$ cat config.mk
export PLATFORM = sky130hd
export DESIGN_NAME = cpu_move_return_ops
export DESIGN_NICKNAME = d
export VERILOG_FILES = /design/src/cpu_ops_pkg.sv /design/src/cpu_move_return_ops.sv
export VERILOG_INCLUDE_DIRS = /design/src
export SDC_FILE = /design/constraint.sdc
export NUM_CORES = 1
export LEC_CHECK = 0
export BUFFER_PORTS_ARGS = -buffer_cell sky130_fd_sc_hd__buf_2
export CAP_MARGIN = 30
export CORE_UTILIZATION = 38
export DETAILED_ROUTE_END_ITERATION = 7
export GPL_TIMING_DRIVEN = 0
export PLACE_DENSITY = 0.75
export SLEW_MARGIN = 20
export SYNTH_ARGS = -nofsm -noshare
export SYNTH_HDL_FRONTEND = slang
export SYNTH_SLANG_ARGS = --single-unit
$ cat constraint.sdc
create_clock -name sys_clk -period 1.58 [get_ports sys_clk]
set_input_delay 0.316 -clock sys_clk [delete_from_list [all_inputs] [get_ports sys_clk]]
set_output_delay 0.316 -clock sys_clk [all_outputs]
set_load 0.005 [all_outputs]
$ cat src/cpu_ops_params.svh
`ifndef CPU_OPS_PARAMS_SVH
`define CPU_OPS_PARAMS_SVH

// ----------------------------------------------------------------
// widths
// ----------------------------------------------------------------
`define INSTR_W 14
`define DATA_W 8
`define FADDR_W 7
`define PC_W 13

// ----------------------------------------------------------------
// opcode patterns (mask, then value after masking; return and config are exact words)
// ----------------------------------------------------------------
`define OP_STORE_MASK 14'h3F80
`define OP_STORE_VAL 14'h0080
`define OP_IDLE_MASK 14'h3F9F
`define OP_IDLE_VAL 14'h0000
`define OP_RETI 14'h0009
`define OP_CFG_LOAD 14'h0062

// ----------------------------------------------------------------
// fields, addresses, reset values, timing
// ----------------------------------------------------------------
`define IRQ_EN_BIT 7
`define CFG_FADDR 7'h01
`define CFG_RESET 8'hFF
`define RETI_CYCLES 2

`endif

$ cat src/cpu_ops_pkg.sv
`default_nettype none
`include "cpu_ops_params.svh"

package cpu_ops_pkg;

  // decoded instruction class
  typedef enum logic [2:0] {
    OP_OTHER = 3'b000,
    OP_IDLE  = 3'b001,
    OP_STORE = 3'b010,
    OP_RETI  = 3'b011,
    OP_CFG   = 3'b100
  } op_kind_t;

  // execution phase; second phase of a return is a dead cycle
  typedef enum logic {
    ST_RUN  = 1'b0,
    ST_RET2 = 1'b1
  } exec_state_t;

  // one file register write
  typedef struct packed {
    logic we;
    logic [`FADDR_W-1:0] addr;
    logic [`DATA_W-1:0] data;
  } file_wr_t;

endpackage

`default_nettype wire

$ cat src/cpu_move_return_ops.sv
`timescale 1ns/1ps
`default_nettype none
`include "cpu_ops_params.svh"

// Summary of operation
// - A return pops the stack and loads the stack top into the pc.
// - A return also sets the global irq enable, bit 7 of irq control.
// - A return takes two cycles; the second takes no new instruction, no flag moves.
// - The config opcode copies the accumulator to timer config at once.
// - The timer config register is also an ordinary file register.
// - The idle opcode takes one cycle, changes nothing, ignores x bits.
module cpu_move_return_ops
  import cpu_ops_pkg::*;
(
  input wire logic sys_clk,
  input wire logic rst_n,
  input wire logic instr_valid,
  output logic instr_ready,
  input wire logic [`INSTR_W-1:0] instr_word,
  input wire logic [`DATA_W-1:0] acc_value,
  input wire logic [`PC_W-1:0] stack_top,
  input wire file_wr_t core_file_wr,
  input wire logic [`FADDR_W-1:0] file_rd_addr,
  output logic [`DATA_W-1:0] file_rd_data,
  output logic file_rd_hit,
  output file_wr_t store_file_wr,
  output logic pc_load,
  output logic [`PC_W-1:0] pc_value,
  output logic stack_pop,
  output logic [`DATA_W-1:0] irq_ctrl_set_mask,
  output logic [`DATA_W-1:0] timer_cfg
);

  // ----------------------------------------------------------------
  // reset release
  // ----------------------------------------------------------------
  logic rst_meta_q;
  logic rst_sync_q;
  logic rst_core_n;

  // async assert, two-flop release so all flops leave reset together
  always_ff @(posedge sys_clk or negedge rst_n)
  begin
    if (!rst_n)
    begin
      rst_meta_q <= 1'b0;
      rst_sync_q <= 1'b0;
    end
    else
    begin
      rst_meta_q <= 1'b1;
      rst_sync_q <= rst_meta_q;
    end
  end

  assign rst_core_n = rst_sync_q;

  // ----------------------------------------------------------------
  // decode
  // ----------------------------------------------------------------
  function automatic op_kind_t decode_op(input logic [`INSTR_W-1:0] w);
    op_kind_t k;
    k = OP_OTHER;
    if ((w & `OP_STORE_MASK) == `OP_STORE_VAL)
      k = OP_STORE;
    else if ((w & `OP_IDLE_MASK) == `OP_IDLE_VAL)
      k = OP_IDLE;
    else if (w == `OP_RETI)
      k = OP_RETI;
    else if (w == `OP_CFG_LOAD)
      k = OP_CFG;
    return k;
  endfunction

  // config register sits in the file map at a fixed address
  function automatic logic is_cfg_addr(input logic [`FADDR_W-1:0] a);
    return a == `CFG_FADDR;
  endfunction

  exec_state_t state_q;
  exec_state_t state_d;
  op_kind_t op_kind;
  logic taken;
  logic take_store;
  logic take_reti;
  logic take_cfg;
  logic store_hits_cfg;
  logic core_hits_cfg;

  // a request is taken only while not in the dead return cycle
  assign instr_ready = (state_q == ST_RUN);
  assign taken = instr_valid && instr_ready;
  assign op_kind = decode_op(instr_word);
  assign take_store = taken && (op_kind == OP_STORE);
  assign take_reti = taken && (op_kind == OP_RETI);
  assign take_cfg = taken && (op_kind == OP_CFG);
  assign store_hits_cfg = take_store && is_cfg_addr(instr_word[6:0]);
  assign core_hits_cfg = core_file_wr.we && is_cfg_addr(core_file_wr.addr);

  // ----------------------------------------------------------------
  // sequencing
  // ----------------------------------------------------------------
  // second return cycle stalls the fetch; nothing else moves
  always_comb
  begin
    state_d = state_q;
    unique case (state_q)
      ST_RUN:
      begin
        if (take_reti)
          state_d = ST_RET2;
      end
      ST_RET2:
      begin
        state_d = ST_RUN;
      end
    endcase
  end

  always_ff @(posedge sys_clk or negedge rst_core_n)
  begin
    if (!rst_core_n)
      state_q <= ST_RUN;
    else
      state_q <= state_d;
  end

  // ----------------------------------------------------------------
  // program counter, stack and interrupt enable
  // ----------------------------------------------------------------
  logic pc_load_q;
  logic pop_q;
  logic irq_en_set_q;
  logic [`PC_W-1:0] pc_q;

  // pulses land in the dead cycle, so the refetch sees the new pc
  always_ff @(posedge sys_clk or negedge rst_core_n)
  begin
    if (!rst_core_n)
    begin
      pc_load_q <= 1'b0;
      pop_q <= 1'b0;
      irq_en_set_q <= 1'b0;
      pc_q <= '0;
    end
    else
    begin
      pc_load_q <= take_reti;
      pop_q <= take_reti;
      irq_en_set_q <= take_reti;
      if (take_reti)
        pc_q <= stack_top;
    end
  end

  assign pc_load = pc_load_q;
  assign pc_value = pc_q;
  assign stack_pop = pop_q;
  // set-only mask; the interrupt controller ORs it in, never clears
  assign irq_ctrl_set_mask =
    irq_en_set_q ? (`DATA_W'(1) << `IRQ_EN_BIT) : '0;

  // ----------------------------------------------------------------
  // file store and configuration register
  // ----------------------------------------------------------------
  file_wr_t wr_q;
  logic [`DATA_W-1:0] cfg_q;
  logic [`DATA_W-1:0] rd_q;
  logic rd_hit_q;

  // store goes out to the file map one cycle after it is taken
  always_ff @(posedge sys_clk or negedge rst_core_n)
  begin
    if (!rst_core_n)
      wr_q <= '0;
    else
    begin
      wr_q.we <= take_store;
      wr_q.addr <= instr_word[6:0];
      wr_q.data <= acc_value;
    end
  end

  // opcode and own store win over a simultaneous core write
  always_ff @(posedge sys_clk or negedge rst_core_n)
  begin
    if (!rst_core_n)
      cfg_q <= `CFG_RESET;
    else if (take_cfg || store_hits_cfg)
      cfg_q <= acc_value;
    else if (core_hits_cfg)
      cfg_q <= core_file_wr.data;
  end

  // registered read port; other addresses belong to the rest of the map
  always_ff @(posedge sys_clk or negedge rst_core_n)
  begin
    if (!rst_core_n)
    begin
      rd_q <= '0;
      rd_hit_q <= 1'b0;
    end
    else
    begin
      rd_hit_q <= is_cfg_addr(file_rd_addr);
      rd_q <= is_cfg_addr(file_rd_addr) ? cfg_q : '0;
    end
  end

  assign store_file_wr = wr_q;
  assign timer_cfg = cfg_q;
  assign file_rd_data = rd_q;
  assign file_rd_hit = rd_hit_q;
endmodule

`default_nettype wire

---- Yosys cells after proc, flatten, opt, wreduce, memory -nomap -nowiden ----
Index checks and enable logic that the tools add are counted.
operators by class
  equality and inequality tests ........... 9
  muxes and demuxes ....................... 10
  bitwise operators ....................... 1
  reductions and logical operators ........ 9
operators with widths
  cell                                                              number
  8-bit 2-to-1 mux                                                  4
  7-bit by 1-bit == test with 1-bit output, second input constant   4
  14-bit by 4-bit == test with 1-bit output, second input constant  1
  14-bit by 7-bit == test with 1-bit output, second input constant  1
  14-bit logical NOT                                                1
  3-bit 2-to-1 mux                                                  4
  3-bit by 2-bit == test with 1-bit output, second input constant   2
  1-bit logical AND                                                 6
  3-bit == test, second input constant                              1
  1-bit case mux with 2 select lines                                1
  2-bit nonzero test                                                1
  1-bit logical OR                                                  1
  1-bit 2-to-1 mux                                                  1
  1-bit inverter                                                    1
storage, ports and cells
  register bits after elaboration ......... 50
  bits of input ports ..................... 61
  output and inout port bits .............. 57
  logic and storage cells ................. 40

---- Depth between registers and ports, before layout ----
  word-level depth ........................ 10
  depth in mapped cells ................... 5
  depth with buffers taken out ............ 4

---- Worst setup path before layout ----
OpenSTA, ideal clock, no wires.
  path type ............................... input port to flip-flop
  start ................................... input port instr_word[11]
  end ..................................... register pc_q[10], in the netlist pc_value[10]
  setup time .............................. 125 ps
  data arrival time ....................... 1,427 ps
  data required time ...................... 1,455 ps
  slack ................................... 28 ps
  cell stages on the path ................. 5
  path buffers ............................ 1
  cells stage by stage .................... nor4_1 -> and4_2 -> nand4_4 -> buf_6 -> mux2_4
on the way
  word-level cells in the longest chain between the ends .. 7
  elaborated cells between the ends (all ways) .. 10
  those cells by class .................... eq/ne (4); mux (4); reduce/logical (2)
ends and longest elaborated chain
  element                                                     RTL line                    source
  start, declared                                             cpu_move_return_ops.sv:19   input wire logic [`INSTR_W-1:0] instr_word,
  14-bit by 7-bit == test with 1-bit output (no source line)  -
  3-bit 2-to-1 mux                                            cpu_move_return_ops.sv:70   else if (w == `OP_CFG_LOAD)
  3-bit 2-to-1 mux                                            cpu_move_return_ops.sv:68   else if (w == `OP_RETI)
  3-bit 2-to-1 mux                                            cpu_move_return_ops.sv:66   else if ((w & `OP_IDLE_MASK) == `OP_IDLE_VAL)
  3-bit 2-to-1 mux (*)                                        cpu_move_return_ops.sv:64   if ((w & `OP_STORE_MASK) == `OP_STORE_VAL)
  3-bit by 2-bit == test with 1-bit output (*)                cpu_move_return_ops.sv:95   assign take_reti = taken && (op_kind == OP_RETI);
  1-bit logical AND (*)                                       cpu_move_return_ops.sv:95
  end signal, assigned                                        cpu_move_return_ops.sv:152  pc_q <= stack_top;
  end, declared                                               cpu_move_return_ops.sv:134  logic [`PC_W-1:0] pc_q;
Every way passes the cells marked *; elsewhere a longest branch is shown, timed or not.
A chain may end at the register's enable or synchronous reset.

---- Worst setup path in the final report ----
  start ................................... register state_q
  end ..................................... register cfg_q[5], in the netlist timer_cfg[5]
on the way
  word-level cells in the longest chain between the ends .. 6
  elaborated cells between the ends (all ways) .. 8
  those cells by class .................... mux (1); bitwise (1); reduce/logical (6)
ends and longest elaborated chain
  element                                                 RTL line                    source
  start, declared                                         cpu_move_return_ops.sv:80   exec_state_t state_q;
  start signal, assigned                                  cpu_move_return_ops.sv:125  state_q <= state_d;
  1-bit inverter (*)                                      cpu_move_return_ops.sv:91   assign instr_ready = (state_q == ST_RUN);
  1-bit logical AND (*)                                   cpu_move_return_ops.sv:92   assign taken = instr_valid && instr_ready;
  1-bit logical AND                                       cpu_move_return_ops.sv:94   assign take_store = taken && (op_kind == OP_STORE);
  1-bit logical AND                                       cpu_move_return_ops.sv:97   assign store_hits_cfg = take_store && is_cfg_addr(instr_word[6:0]);
  1-bit logical OR (*)                                    cpu_move_return_ops.sv:189  else if (take_cfg || store_hits_cfg)
  8-bit 2-to-1 mux or 2-bit nonzero test (tied branches)  -
  end signal, assigned                                    cpu_move_return_ops.sv:188  cfg_q <= `CFG_RESET;
  end signal, assigned                                    cpu_move_return_ops.sv:190  cfg_q <= acc_value;
  end signal, assigned                                    cpu_move_return_ops.sv:192  cfg_q <= core_file_wr.data;
  end, declared                                           cpu_move_return_ops.sv:167  logic [`DATA_W-1:0] cfg_q;
Marked as above.

==> impl_results.md <==
* Status: finished clean
* Vias after detailed routing at between 1k and 1.5k
* RSZ-0062 raised after global routing: false
* Dpl ws at -255 ps
* Endpoint type of the worst setup path: flop
* Cell taking the most area after synthesis: dfrtp_1
* Reg2Reg Depth at 5
* Worst Skew at 9.16 ps
* Worst setup SP type: flop
* Final WL at 3.85 mm
* CTS Buf Count at 5
* DIE HEIGHT at 73.4 um
* Leak at between 1.5 and 2 nW
* FILL cells at around 420
* Critical path class: reg -> reg
* Critical path arrival at around 1700 ps
* Slew headroom at a little over three fifths
* Top flip-flop cell by instance count after synthesis: dfrtp_1
* Final-report hold violation count at 0
* Ys async rst share at 100%
* Antenna cells at 0
* ANT nets after route at 0
* WP data required at 1800 ps
* H-tree levels at 2
* Crit path from: state_q$_DFF_PN0_
* Largest net degree at the start of global routing at 27
* Mapped Cells at between 100 and 150
* Share of layout cells above drive strength 1 at 69.5%
* IO Pins at ~120
* Layout net count at just over 300
* Critical R2R Launch: state_q$_DFF_PN0_
* Setup violators final at 0
* Slew Viols, Final at 0
* Worst R2R Setup Slack at ~120 ps
* Peak VDD IR at 0.576 mV
* Number of global-route vias before repair at around 1.3k
* Highest clock rate at 684 MHz
* Met3 usage at approximately 4.1%
* First-pass GRT wire length at a little under 6 mm
* TritonCTS clock tree: done
* Worst setup path endpoint: timer_cfg[5]$_DFFE_PN1P_
* CP peak stage delay at around 370 ps
* Total GRT Usage at 14.5%
* Reg2reg end: timer_cfg[5]$_DFFE_PN1P_
* Global routing's busiest layer: met2
* Count leader, synth: dfrtp_1
* Die area at 0.00539 sq mm
* Synth Register Bits at 50
* Sum Neg Setup Slack at 0 ps
* Register area share after synthesis at between 60 and 70%
* Pwr Density at just under 900 mW/mm^2
* EDFF count, synth at 0
* Core region area at slightly below 0.005 sq mm
* Clock Latency Late Sink at ~290 ps
* Share of the synthesized area in the top cell type at between 50% and 60%
* Post-DP HPWL at approximately 3 mm
* Row count at 25
* Slowest CP cell: dfrtp_1
* Crit path time final at between 1000 and 1500 ps
* Antenna violations before repair at 0
* Synth Area per Inst at about 16 sq um
* Final core occ at a little under three fifths
* Worst hold margin at roughly 140 ps
* Pre-Repair DR Iteration Count at 2
* Wire per inst at about 12 um
* Most instantiated cells after synthesis: 42 x dfrtp_1, 21 x mux2_2, 9 x and2_1, 9 x buf_4
* Starting density of the core at between 40% and 50%
* Main area contributors after synthesis: dfrtp_1 54%, mux2_2 12%, dfstp_2 11%
* 1st-iter DRT viols at 33
* Final WS setup at between 100 and 150 ps
* CP max FO at 8
* Worst path cell trace: inv_1 > and4_2 > a21boi_4 > buf_12 > mux2_2
* Buffers added on ports at 110
* Yosys Warn Count at 0
* Number of remaining DRC errors at 0
* Post-Syn Area at approximately 0.0019 sq mm
* Gr ovfl total at 0
* Hold Crit Class: in -> reg
* Met1 Track Usage GR at between 15 and 20%
* Die W at between 70 and 80 um
* Vias/cell at 4.31
* Area growth syn-to-layout at 43.2%
* Clock Tree Buf Depth at 2
* GP Congestion at ~0.68
* Clock transition at path regs at 90 ps
* Clock tree root buffer cell: clkbuf_8
* Distinct cells, synth at 22
* Maxcap violations at 0
* Fin crit share at 92.5%
* Met2 GRT Util at a little over a quarter
* Worst Tran Pin Value at 556 ps
* CTS sink cnt at 50
## where the power goes
group	total, W	switching (W)	internal (W)
sequential	0.00136	0.0000286	0.00133
clock	0.000865	0.000392	0.000472
combinational	0.000211	0.0000817	0.000129
total	0.00244	0.000503	0.00193
## stage by stage
step,instances,area [sq um],total power (W)
after global placement,304,2590,0.00158
after global routing,316,2770,0.00255
after CTS,314,2740,0.00247
after detailed placement,305,2620,0.00160
final,316,2770,0.00244
after floorplan,127,1960,0.00145
## state kept, by name, indices dropped and copies added, names as in the netlist
register	cells
timer_cfg	8
file_rd_data	8
pc_value	13
rst_core_n	1
rst_meta_q	1
store_file_wr	16
state_q	1
irq_en_set_q	1
file_rd_hit	1
## cell usage in the layout, fill, tap and decap left out, types with 3 or more instances in the layout
cell,instances
mux2_2,21
conb_1,8
dfrtp_1,41
mux2_4,8
buf_2,110
nor4b_1,3
and2_1,9
clkbuf_8,5
buf_4,10
dfstp_2,8
inv_1,3
## worst max-delay path: cells and delay by family (launching register included)
family	cells	cell delay, ps
AOI/OAI and AO/OA	1	210
buffers and inverters	2	200
DFF	1	370
muxes	1	330
and+or+nand+nor	1	280
## cell families after synthesis
logic type	Yosys count	synth area share, %
simple gates	25	10.3
compound gates	1	0.969
other cells	2	0.388
mux	29	18.4
buf+inv	14	4.84
flops	50	65.1
## what timing repair did
action,4_1_cts,5_1_grt
endpoints found under the hold margin,2,0
hold buffers,1,0
resized for setup,0,1
setup buffers,0,2
endpoints found under the setup margin,0,16
## how the worst min path moves through the flow
stage                       from                    endpoint  slack [ps]  cells past startpoint
floorplan                  rst_n        rst_core_n$_DFF_PN0_          20                      0
global placement           rst_n        rst_meta_q$_DFF_PN0_         100                      1
detailed placement         rst_n        rst_meta_q$_DFF_PN0_         100                      1
CTS                 acc_value[4]  store_file_wr[4]$_DFF_PN0_         120                      1
global route        acc_value[1]  store_file_wr[1]$_DFF_PN0_         120                      1
finish              acc_value[7]  store_file_wr[7]$_DFF_PN0_         140                      1
## per-layer routing
| metal | wire (um) | vias up |
|---|---|---|
| li1 | - | 646 |
| met1 | 1540 | 660 |
| met2 | 2070 | 51 |
| met3 | 214 | 5 |
| met4 | 34 | 0 |
| met5 | 0 | - |
## final cells by class
| class | instances | area [sq um] | area share, % |
|---|---|---|---|
| timing repair buffer | 114 | 616 | 22.2 |
| clock inverter | 2 | 37.5 | 1.35 |
| clock buffer | 6 | 72.6 | 2.62 |
| tap | 67 | 83.8 | 3.02 |
| multi-input combinational | 63 | 604 | 21.8 |
| buffer | 11 | 86.3 | 3.11 |
| inverter | 3 | 11.3 | 0.406 |
| sequential | 50 | 1260 | 45.5 |
No activity file was read; power rests on OpenSTA's default activity.
